**config.mk**
```make
export PLATFORM = sky130hd
export DESIGN_NAME = bupw_regs
export DESIGN_NICKNAME = d
export VERILOG_FILES = /design/src/inc/bupw_pkg.sv /design/src/inc/bupw_win_if.sv /design/src/rtl/bupw_window_cmp.sv /design/src/rtl/bupw_regs.sv
export VERILOG_INCLUDE_DIRS = /design/src /design/src/inc
export SDC_FILE = /design/constraint.sdc
export NUM_CORES = 1
export LEC_CHECK = 0
export ABC_AREA = 1
export BUFFER_PORTS_ARGS = -buffer_cell sky130_fd_sc_hd__buf_4
export CAP_MARGIN = 20
export CELL_PAD_IN_SITES_DETAIL_PLACEMENT = 1
export CELL_PAD_IN_SITES_GLOBAL_PLACEMENT = 1
export CORE_MARGIN = 3
export CORE_UTILIZATION = 34
export CTS_CLUSTER_SIZE = 8
export DETAILED_ROUTE_END_ITERATION = 8
export PLACE_DENSITY = 0.86
export REMOVE_ABC_BUFFERS = 1
export SLEW_MARGIN = 20
export SYNTH_ARGS = -nofsm -noshare
export SYNTH_HDL_FRONTEND = slang
export SYNTH_SLANG_ARGS = --single-unit
```
**constraint.sdc**
```tcl
create_clock -name clk -period 2.1 [get_ports clk]
set_input_delay 0.105 -clock clk [delete_from_list [all_inputs] [get_ports clk]]
set_output_delay 0.105 -clock clk [all_outputs]
set_load 0.05 [all_outputs]
```
**src/inc/bupw_cfg.svh**
```systemverilog
// Offsets, field positions and reset values of the prefetch and I/O window registers
`ifndef BUPW_CFG_SVH
`define BUPW_CFG_SVH

// Configuration offsets, byte addresses
`define BUPW_OFF_PF_BOTTOM 8'h24
`define BUPW_OFF_PF_TOP 8'h26
`define BUPW_OFF_PF_BOTTOM_HIGH 8'h28
`define BUPW_OFF_PF_TOP_HIGH 8'h2C
`define BUPW_OFF_IO_BOTTOM_HIGH 8'h30
`define BUPW_OFF_IO_TOP_HIGH 8'h32

// Field positions inside the 16-bit window registers and their 32-bit dword images
`define BUPW_WIN_FIELD_MSB 15
`define BUPW_WIN_FIELD_LSB 4
`define BUPW_WIDE_IND_MSB 3
`define BUPW_TOP_FIELD_MSB 31
`define BUPW_TOP_FIELD_LSB 20
`define BUPW_HALF_LO_MSB 15
`define BUPW_HALF_LO_LSB 0
`define BUPW_HALF_HI_MSB 31
`define BUPW_HALF_HI_LSB 16

// Idle read data and the zero pad that widens the I/O probe
`define BUPW_RDATA_IDLE 32'h00000000
`define BUPW_IO_PAD 4'h0

// Read-only wide address indicator and reset values
`define BUPW_WIDE_IND 4'h1
`define BUPW_RST_PF_TOP 16'h0001
`define BUPW_RST_FIELD 12'h000
`define BUPW_RST_HIGH32 32'h00000000
`define BUPW_RST_HIGH16 16'h0000

// Implied low address bits under each field
`define BUPW_LOW_ZEROS 20'h00000
`define BUPW_LOW_ONES 20'hFFFFF

// Writable bit masks: one for the 24h dword, one with all bits writable for the 28h, 2Ch and 30h dwords
`define BUPW_MASK_PF 32'hFFF0FFF0
`define BUPW_MASK_ALL 32'hFFFFFFFF

`endif

```
**src/inc/bupw_pkg.sv**
```systemverilog
// Types used by the window register bank
`default_nettype none
package bupw_pkg;
  typedef logic [63:0] bupw_mem_addr_t;
  typedef logic [35:0] bupw_io_addr_t;
  typedef logic [31:0] bupw_dword_t;
  typedef logic [11:0] bupw_field_t;
  typedef logic [7:0] bupw_cfg_addr_t;
endpackage : bupw_pkg
`default_nettype wire

```
**src/inc/bupw_win_if.sv**
```systemverilog
// Window bounds and probe address carried from the register bank to a comparator
`timescale 1ns/1ps
`default_nettype none
interface bupw_win_if #(parameter int W = 64);
  logic [W-1:0] bottom;
  logic [W-1:0] top;
  logic [W-1:0] addr;
  logic in_range;
  modport cmp (input bottom, input top, input addr, output in_range);
  modport user (output bottom, output top, output addr, input in_range);
endinterface : bupw_win_if
`default_nettype wire

```
**src/rtl/bupw_window_cmp.sv**
```systemverilog
// Registered inclusive range check of one address against one window
`timescale 1ns/1ps
`default_nettype none
module bupw_window_cmp (
  input wire logic clk,
  input wire logic srst,
  bupw_win_if.cmp win
);
  logic at_or_above;
  logic at_or_below;
  logic next_inside;

  // Both bounds inclusive; a bottom above the top gives an empty window
  assign at_or_above = (win.addr >= win.bottom);
  assign at_or_below = (win.addr <= win.top);
  assign next_inside = at_or_above && at_or_below;

  // Registered so the verdict is a clean flop output one cycle after the address
  always_ff @(posedge clk) begin
    if (srst) begin
      win.in_range <= 1'b0;
    end else begin
      win.in_range <= next_inside;
    end
  end
endmodule : bupw_window_cmp
`default_nettype wire

```
**src/rtl/bupw_regs.sv**
```systemverilog
// Prefetchable and I/O window configuration registers with forwarding decisions
//
// Operation
// Limit field bits 15:4 hold address 31:20
// Limit low 20 address bits read as ones
// Limit bits 3:0 read-only 1, wide address
// Limit address 63:32 from register 2Ch
// Base upper 32 bits at 28h, reset zero
// Limit upper 32 bits, reset zero
// I/O base upper 16 bits at 30h
// I/O base low 20 bits are zeros
// Prefetch window decides memory forwarding
// Base field bits 15:4 at 24h, low zeros
// I/O top upper 16 bits at 32h, ones below
// Inside when base <= address <= limit
//
// Software reaches the bank through a one-cycle strobe interface. Every
// answer is registered, so read data and claim follow the strobe by one
// clock; the window bounds are plain wiring from the stored fields.
`timescale 1ns/1ps
`default_nettype none
`include "bupw_cfg.svh"
module bupw_regs (
  input wire logic clk,
  input wire logic srst,
  // Configuration space access, dword aligned with byte enables
  input wire logic cfg_wr,
  input wire logic cfg_rd,
  input wire logic [7:0] cfg_addr,
  input wire logic [3:0] cfg_be,
  input wire logic [31:0] cfg_wdata,
  output logic [31:0] cfg_rdata,
  output logic cfg_rvalid,
  output logic cfg_claim,
  // Forwarding probes from the datapath on this clock
  input wire logic [63:0] mem_addr,
  input wire logic [31:0] io_addr,
  output logic mem_in_window,
  output logic io_in_window,
  // Assembled window bounds for the forwarding logic
  output logic [63:0] pf_window_bottom,
  output logic [63:0] pf_window_top,
  output logic [35:0] io_window_bottom,
  output logic [35:0] io_window_top
);
  // Four dword images cover the six registers of the bank
  localparam int NDW = 4;

  // Stored fields
  bupw_pkg::bupw_field_t prefetch_bottom_field;
  bupw_pkg::bupw_field_t prefetch_top_field;
  bupw_pkg::bupw_dword_t prefetch_window_bottom_high;
  bupw_pkg::bupw_dword_t prefetch_window_top_high;
  logic [15:0] io_window_bottom_high;
  logic [15:0] io_top_field;

  // Dword views of the register map, in the order 24h, 28h, 2Ch, 30h
  bupw_pkg::bupw_dword_t cur_dw [NDW];
  bupw_pkg::bupw_dword_t mask_dw [NDW];
  bupw_pkg::bupw_dword_t next_dw [NDW];
  bupw_pkg::bupw_cfg_addr_t off_dw [NDW];
  logic [NDW-1:0] hit_dw;
  logic [NDW-1:0] wr_dw;
  logic [15:0] prefetch_window_top;
  logic [15:0] prefetch_window_bottom;
  logic [31:0] next_rdata;
  logic any_hit;
  logic any_access;
  logic next_rvalid;
  logic next_claim;
  logic [31:0] next_cfg_rdata;
  logic [35:0] io_probe;

  // Next stored values, cut from the merged dword images
  bupw_pkg::bupw_field_t next_bottom_field;
  bupw_pkg::bupw_field_t next_top_field;
  bupw_pkg::bupw_dword_t next_bottom_high;
  bupw_pkg::bupw_dword_t next_top_high;
  logic [15:0] next_io_bottom_high;
  logic [15:0] next_io_top;

  // Whole 16-bit registers as software sees them; low nibble is read-only
  assign prefetch_window_bottom = {prefetch_bottom_field, `BUPW_WIDE_IND};
  assign prefetch_window_top = {prefetch_top_field, `BUPW_WIDE_IND};

  // Dword images: 24h pairs base and limit, 30h pairs I/O base and top
  assign cur_dw[0] = {prefetch_window_top, prefetch_window_bottom};
  assign cur_dw[1] = prefetch_window_bottom_high;
  assign cur_dw[2] = prefetch_window_top_high;
  assign cur_dw[3] = {io_top_field, io_window_bottom_high};

  // Only the field bits are writable; the indicators ignore writes
  assign mask_dw[0] = `BUPW_MASK_PF;
  assign mask_dw[1] = `BUPW_MASK_ALL;
  assign mask_dw[2] = `BUPW_MASK_ALL;
  assign mask_dw[3] = `BUPW_MASK_ALL;

  // Dword base offsets; the odd 16-bit offsets live in the upper half
  assign off_dw[0] = `BUPW_OFF_PF_BOTTOM;
  assign off_dw[1] = `BUPW_OFF_PF_BOTTOM_HIGH;
  assign off_dw[2] = `BUPW_OFF_PF_TOP_HIGH;
  assign off_dw[3] = `BUPW_OFF_IO_BOTTOM_HIGH;

  // Decode and byte-lane merge, one entry per dword and lane
  for (genvar r = 0; r < NDW; r++) begin : g_dw
    assign hit_dw[r] = (cfg_addr[7:2] == off_dw[r][7:2]);
    assign wr_dw[r] = cfg_wr && hit_dw[r];
    for (genvar b = 0; b < 4; b++) begin : g_lane
      logic [7:0] merged;
      logic lane_wr;
      // Read-only bits keep their stored value even inside an enabled lane
      assign merged = (cfg_wdata[b*8 +: 8] & mask_dw[r][b*8 +: 8])
        | (cur_dw[r][b*8 +: 8] & ~mask_dw[r][b*8 +: 8]);
      assign lane_wr = wr_dw[r] && cfg_be[b];
      assign next_dw[r][b*8 +: 8] = lane_wr ? merged : cur_dw[r][b*8 +: 8];
    end
  end

  // Field cuts; the indicator nibbles at 3:0 and 19:16 are never stored
  assign next_bottom_field = next_dw[0][`BUPW_WIN_FIELD_MSB:`BUPW_WIN_FIELD_LSB];
  assign next_top_field = next_dw[0][`BUPW_TOP_FIELD_MSB:`BUPW_TOP_FIELD_LSB];
  assign next_bottom_high = next_dw[1];
  assign next_top_high = next_dw[2];
  assign next_io_bottom_high = next_dw[3][`BUPW_HALF_LO_MSB:`BUPW_HALF_LO_LSB];
  assign next_io_top = next_dw[3][`BUPW_HALF_HI_MSB:`BUPW_HALF_HI_LSB];

  // Prefetch base and limit fields; partial byte writes update only enabled lanes
  always_ff @(posedge clk) begin
    if (srst) begin
      prefetch_bottom_field <= `BUPW_RST_FIELD;
      prefetch_top_field <= `BUPW_RST_FIELD;
    end else begin
      prefetch_bottom_field <= next_bottom_field;
      prefetch_top_field <= next_top_field;
    end
  end

  // Upper 32 bits of the prefetch window bounds
  always_ff @(posedge clk) begin
    if (srst) begin
      prefetch_window_bottom_high <= `BUPW_RST_HIGH32;
      prefetch_window_top_high <= `BUPW_RST_HIGH32;
    end else begin
      prefetch_window_bottom_high <= next_bottom_high;
      prefetch_window_top_high <= next_top_high;
    end
  end

  // Upper 16 bits of the I/O window bounds
  always_ff @(posedge clk) begin
    if (srst) begin
      io_window_bottom_high <= `BUPW_RST_HIGH16;
      io_top_field <= `BUPW_RST_HIGH16;
    end else begin
      io_window_bottom_high <= next_io_bottom_high;
      io_top_field <= next_io_top;
    end
  end

  // Read selection; offsets outside this bank read as zero and are not claimed
  assign any_hit = |hit_dw;
  assign next_rdata = hit_dw[0] ? cur_dw[0]
                    : hit_dw[1] ? cur_dw[1]
                    : hit_dw[2] ? cur_dw[2]
                    : hit_dw[3] ? cur_dw[3]
                    : `BUPW_RDATA_IDLE;

  // Response decode; read data is held at zero outside a read answer
  assign any_access = cfg_rd || cfg_wr;
  assign next_rvalid = cfg_rd;
  assign next_claim = any_access && any_hit;
  assign next_cfg_rdata = cfg_rd ? next_rdata : `BUPW_RDATA_IDLE;

  // Read data comes from a flop, one cycle after the strobe; read has no side effect
  always_ff @(posedge clk) begin
    if (srst) begin
      cfg_rdata <= `BUPW_RDATA_IDLE;
      cfg_rvalid <= 1'b0;
      cfg_claim <= 1'b0;
    end else begin
      cfg_rdata <= next_cfg_rdata;
      cfg_rvalid <= next_rvalid;
      cfg_claim <= next_claim;
    end
  end

  // Window assembly: implied low bits fill below each 20-bit-aligned field
  assign pf_window_bottom = {prefetch_window_bottom_high, prefetch_bottom_field, `BUPW_LOW_ZEROS};
  assign pf_window_top = {prefetch_window_top_high, prefetch_top_field, `BUPW_LOW_ONES};
  assign io_window_bottom = {io_window_bottom_high, `BUPW_LOW_ZEROS};
  assign io_window_top = {io_top_field, `BUPW_LOW_ONES};

  // Comparator links; the I/O probe is widened with zeros to the 36-bit range
  bupw_win_if #(.W(64)) mem_win ();
  bupw_win_if #(.W(36)) io_win ();

  // Memory side carries the full 64-bit probe
  assign mem_win.bottom = pf_window_bottom;
  assign mem_win.top = pf_window_top;
  assign mem_win.addr = mem_addr;

  // I/O side; a 32-bit probe can never reach bounds above bit 31
  assign io_probe = {`BUPW_IO_PAD, io_addr};
  assign io_win.bottom = io_window_bottom;
  assign io_win.top = io_window_top;
  assign io_win.addr = io_probe;

  // Memory forwarding decision against the full 64-bit prefetch window
  bupw_window_cmp u_mem_cmp (
    .clk(clk),
    .srst(srst),
    .win(mem_win.cmp)
  );

  // I/O forwarding decision; one registered stage, like the memory check
  bupw_window_cmp u_io_cmp (
    .clk(clk),
    .srst(srst),
    .win(io_win.cmp)
  );

  // Flags pass straight out of the comparator flops
  assign mem_in_window = mem_win.in_range;
  assign io_in_window = io_win.in_range;
endmodule : bupw_regs
`default_nettype wire

```
Word-level counts from Yosys, hierarchy flattened
Index checks and enable logic that the tools add are counted.
- logic and storage cells: 62
- input bits: 144
- flip-flop bits (word level): 156
- $lt $le $gt $ge: 4
- bitwise logic cells: 1
- mux-type cells: 4
- reductions and logical operators: 27
- eq/ne operators: 4
- operators with widths (cell ; count):
    2-to-1 mux 32 bit ; 4
    >= comparator 64 bit ; 1
    less-or-equal comparator 64 bit ; 1
    >= comparator 32 x 36 -> 1 bit ; 1
    less-or-equal comparator 32 x 36 -> 1 bit ; 1
    == test 6 x 4 -> 1 bit (second input constant) ; 4
    logical AND 1 bit ; 23
    OR reduction 4 bit ; 1
    OR reduction 3 bit ; 1
    OR reduction 2 bit ; 1
    logical OR 1 bit ; 1
    inverter 1 bit ; 1

Depth between registers and ports, before layout
- word-level depth: 5
- gate-level depth with buffers: 15
- gate-level depth less buffers: 15

Cells and area by module
Synthesis repeated with hierarchy kept, for this count alone.
- cell total of the unflattened synthesis: 1993
- area total of the unflattened synthesis: 12967.4 µm²
- modules (own cells, without submodules) (module ; sequential area each (µm²) ; times used ; cells an instance ; area each (µm²)):
    bupw_regs ; 3083.0 ; 1 ; 1092 ; 7503.4
    bupw_window_cmp (u_mem_cmp) ; 20.0 ; 1 ; 562 ; 3435.8
    bupw_window_cmp (u_io_cmp) ; 20.0 ; 1 ; 339 ; 2028.2

Least setup slack after synthesis
Ideal clock, no wire load.
- kind: reg2reg
- from: register prefetch_window_top_high[31]
- to: register u_mem_cmp.win.in_range
- clock period less this slack: 1909 ps
- data required time: 1983 ps
- cell stages (with the launch flop): 13
- library setup time: 117 ps
- path slack: 191 ps
- arrival: 1792 ps
- buffers on the path: 0
- cells stage by stage: dfxtp_1 -> inv_1 -> ha_1 -> nand2_1 -> nor2_1 -> and2_1 -> nand3_1 -> nor2_1 -> nand2_1 -> nand3_1 -> nand2_1 -> nand2_1 -> nor2_1
- word-level cells in the longest chain between the ends: 2
- RTL lines (item ; line ; source):
    start: declaration ; bupw_regs.sv:53 ; bupw_pkg::bupw_dword_t prefetch_window_top_high;
    start signal: assignment ; bupw_regs.sv:142 ; prefetch_window_top_high <= `BUPW_RST_HIGH32;
    start signal: assignment ; bupw_regs.sv:145 ; prefetch_window_top_high <= next_top_high;
    less-or-equal comparator 64 bit ; bupw_window_cmp.sv:15 ; assign at_or_below = (win.addr <= win.top);
    logical AND 1 bit ; bupw_window_cmp.sv:16 ; assign next_inside = at_or_above && at_or_below;
    end signal: assignment ; bupw_window_cmp.sv:23 ; win.in_range <= next_inside;
    end: declaration ; bupw_win_if.sv:9 ; modport cmp (input bottom, input top, input addr, output in_range);
No other way between the ends.
A chain may end at the register's enable or synchronous reset.

Final worst setup path
- from: input cfg_wr
- to: register io_window_bottom_high[15]
- word-level cells in the longest chain between the ends: 2
- RTL lines (item ; line ; source):
    start: declaration ; bupw_regs.sv:27 ; input wire logic cfg_wr,
    logical AND 1 bit ; bupw_regs.sv:107 ; assign wr_dw[r] = cfg_wr && hit_dw[r];
    logical AND 1 bit ; bupw_regs.sv:114 ; assign lane_wr = wr_dw[r] && cfg_be[b];
    end signal: assignment ; bupw_regs.sv:152 ; io_window_bottom_high <= `BUPW_RST_HIGH16;
    end signal: assignment ; bupw_regs.sv:155 ; io_window_bottom_high <= next_io_bottom_high;
    end: declaration ; bupw_regs.sv:54 ; logic [15:0] io_window_bottom_high;
No other way between the ends.

==> flow_summary.yaml <==
outcome:
  outcome: "completed"
pwr:
  p_comb_share_pct: 17.5
  p_leak_nw: 5.73
  powerDensity_nw_per_um2: 569
  ir_drop_mv: 0.467
  switchingPower_mw: 2.28
  internal_power_mw: 4.97
  clkPwrFrac_pct: 41.4
  switching_share_pct: 31.4
  power_frac_seq_pct: 41.1
placement:
  finalWeightedCongestion: 0.869
  hpwlAfterDp_um: 31100
  port_buffers: 297
  dp_slack_ns: 0.166
  placed_area_um2: 11800
drt:
  drt-vias-per-instance: 5.08
  drcViolationCount: 0
  drtAntennaViolNets: 0
  finalWirelength_um: 40100
  drt-initial-drc-count: 432
  wire_per_inst_um: 20.1
  dr.pass1.iters: 5
  detailroute.via_count: 10111
hold_path:
  holdCritPathClass: "in -> reg"
synthesis:
  yosys.area.top_type: "dfxtp_1"
  synth_ff_type: "dfxtp_1"
  synthTopCellsByCount: "nand2_1 (202), a21oi_1 (173), inv_1 (173), dfxtp_1 (156), o21ai_0 (132)"
  yosysUniqueCellTypes: 41
  synth_cells: 1281
  synth.most_common_cell: "nand2_1"
  yosys_warnings: 0
  synth_area_leaders: "dfxtp_1 (33%), ha_1 (15%), a21oi_1 (9.1%)"
  synthArstFlopShare_pct: 0
  syn_area_um2: 9520
  ys_ff_latch: 156
  ys_seq_area_share_pct: 32.8
  synth_edf_count: 0
  synth.avg_cell_area_um2: 7.43
  yosysTopAreaCellShare_pct: 32.8
setup_path:
  reg2reg_slack_ns: 0.25
  crit_path_frequent_cell: "dlygate4sd3_1"
  worstPathArrival_ns: 2.19
  startpoint_type: "input pin"
  crit_type: "in -> reg"
  path_max_fanout: 12
  crit_slowest_cell: "dlygate4sd3_1"
  cp-end-kind: "register"
  cp_cell_sequence: "dlygate4sd3_1 -> buf_4 -> inv_1 -> nor2_8 -> nand2_4 -> nand2_1 -> a21oi_1 -> dlygate4sd3_1"
  cp.required_ns: 2.41
  cp_slowest_stage_delay_ns: 0.55
  critPathTopFamily: "buffers and inverters"
  worst-path-buf-inv: 4
die:
  die_x_um: 173
  ioPinCount: 380
  die_y_um: 173
  design.core.area_um2: 27300
  die_area_um2: 30000
  initial_utilization_pct: 34.9
  rows: 60
grt:
  grt_usage_pct: 25.8
  antenna_found_initial: 0
  grt-ovfl-total: 0
  grt_max_degree: 116
  grt_pass1_wl_um: 60900
  grt_pass1_vias: 10642
sta:
  setup_ws_ns: 0.223
  slew_headroom_pct: 62.1
  worstMarginPinSlew_ns: 0.568
  fin_worst_skew_ns: 0.0180
  setup_viol: 0
  post-route-period-util_pct: 89.4
  tns_ns: 0
  hold_violations: 0
  fin_crit_ns: 1.88
  drv_slew: 0
  rsz0062_at_grt: "false"
  max_freq_mhz: 533
flow_run:
  maxCapViolCount: 0
clocking:
  clockRootBuffer: "clkbuf_16"
  clock_tree.buffer_depth: 2
  numCtsBuffers: 17
  clk_latency_ns: 0.44
  clkTransAtPathRegs_ns: 0.07
  clock_sinks: 156
  htree_levels: 4
  cts_tree: "built"
finish:
  n_fill_cell: 3444
  layout-drive-gt1-share_pct: 23.5
  diodes: 0
  area_growth_pct: 33.9
  nets: 1863
  stdcell_area_um2: 12700
==> kinds of logic (layout without fill, tap and decap cells) <==
| group | after synthesis | in the layout | share of synthesized area (%) |
|---|---|---|---|
| AOI/OAI and AO/OA | 364 | 364 | 20.3 |
| adders and majority gates | 112 | 112 | 14.7 |
| and+or+nand+nor | 352 | 352 | 16.6 |
| buffers and inverters | 295 | 556 | 15.4 |
| DFF | 156 | 156 | 32.8 |
| other | 2 | 80 | 0.0789 |
==> cell type report <==
class | instances | area, µm² | area share, %
clock buffer | 19 | 443 | 3.48
sequential | 156 | 3120 | 24.5
multi-input combinational | 908 | 5230 | 41.0
clock inverter | 13 | 108 | 0.844
timing repair buffer | 349 | 2720 | 21.3
inverter | 175 | 657 | 5.15
tap | 372 | 465 | 3.65
==> per-stage QoR <==
step,hold WS [ns],instances,util [%],power (mW)
after floorplan,0.174,1239,-,3.77
after global placement,0.399,1926,43.4,4.20
after detailed placement,0.415,1926,43.4,4.25
after CTS,0.000925,1992,46.7,7.29
after global routing,0.0180,1992,46.8,7.52
final,0.0300,1992,46.8,7.25
==> flip-flops by register name, summed over array words and instances, names as in the netlist <==
signal,cells
io_top_field,16
u_mem_cmp.win.in_range,1
prefetch_window_bottom_high,32
cfg_claim,1
prefetch_top_field,12
cfg_rvalid,1
prefetch_window_top_high,32
u_io_cmp.win.in_range,1
io_window_bottom_high,16
prefetch_bottom_field,12
cfg_rdata,32
==> cells in the final DEF, fill, tap and decap left out, drive strengths merged <==
cell type	instances
o21a	2
o22ai	1
a31oi	20
nor3b	1
a211oi	1
a21o	5
nand3	25
and2	4
dfxtp	156
a22oi	17
nor4	6
a41oi	1
nor2	77
clkinv	4
buf	315
ha	112
conb	80
inv	180
nand4	19
o211ai	1
nor3	4
clkinvlp	4
a21oi	173
dlygate4sd3	34
clkbuf	19
nand2	216
o21ai	141
o21bai	2
==> metal layers <==
metal | up-vias | GRT usage, % | wire [µm]
met5 | - | 0 | 0
met4 | 0 | 11.6 | 1760
met3 | 111 | 4.16 | 1890
met2 | 383 | 45.8 | 19900
met1 | 4856 | 30.4 | 16600
li1 | 4761 | - | -
==> power groups by stage <==
stage / sequential, mW / combinational (mW) / clock (mW)
floorplan: 3.09 / 0.674 / 0
global placement: 3.05 / 1.16 / 0
detailed placement: 3.05 / 1.20 / 0
CTS: 2.98 / 1.26 / 3.05
global route: 2.98 / 1.38 / 3.16
finish: 2.98 / 1.27 / 3.00
==> worst register-to-register path: stages, from the launching register on <==
cell	delay (ns)
dfxtp_1	0.40
inv_1	0.09
ha_1	0.28
nand2_1	0.04
inv_1	0.06
nand3_1	0.08
nor2_1	0.19
nand2_1	0.17
nor2_2	0.16
nand2_1	0.06
nand3_1	0.07
nand2_1	0.05
nand2_1	0.06
nor2_1	0.04
==> what timing repair did <==
action | CTS | global route
hold endpoints to repair | 76 | 0
setup buffers | 0 | 0
hold buffers | 34 | 0
gates resized for setup | 0 | 4
setup endpoints to repair | 0 | 1
==> final timing paths <==
path / startpoint / depth (start not counted) / end
max reg2reg: prefetch_window_top_high[10] / 13 / u_mem_cmp.win.in_range
min reg2reg: prefetch_window_bottom_high[7] / 2 / prefetch_window_bottom_high[7]
min: cfg_be[0] / 3 / io_window_bottom_high[0]
max: cfg_wr / 8 / io_window_bottom_high[15]
No activity file was read; power rests on OpenSTA's default activity.
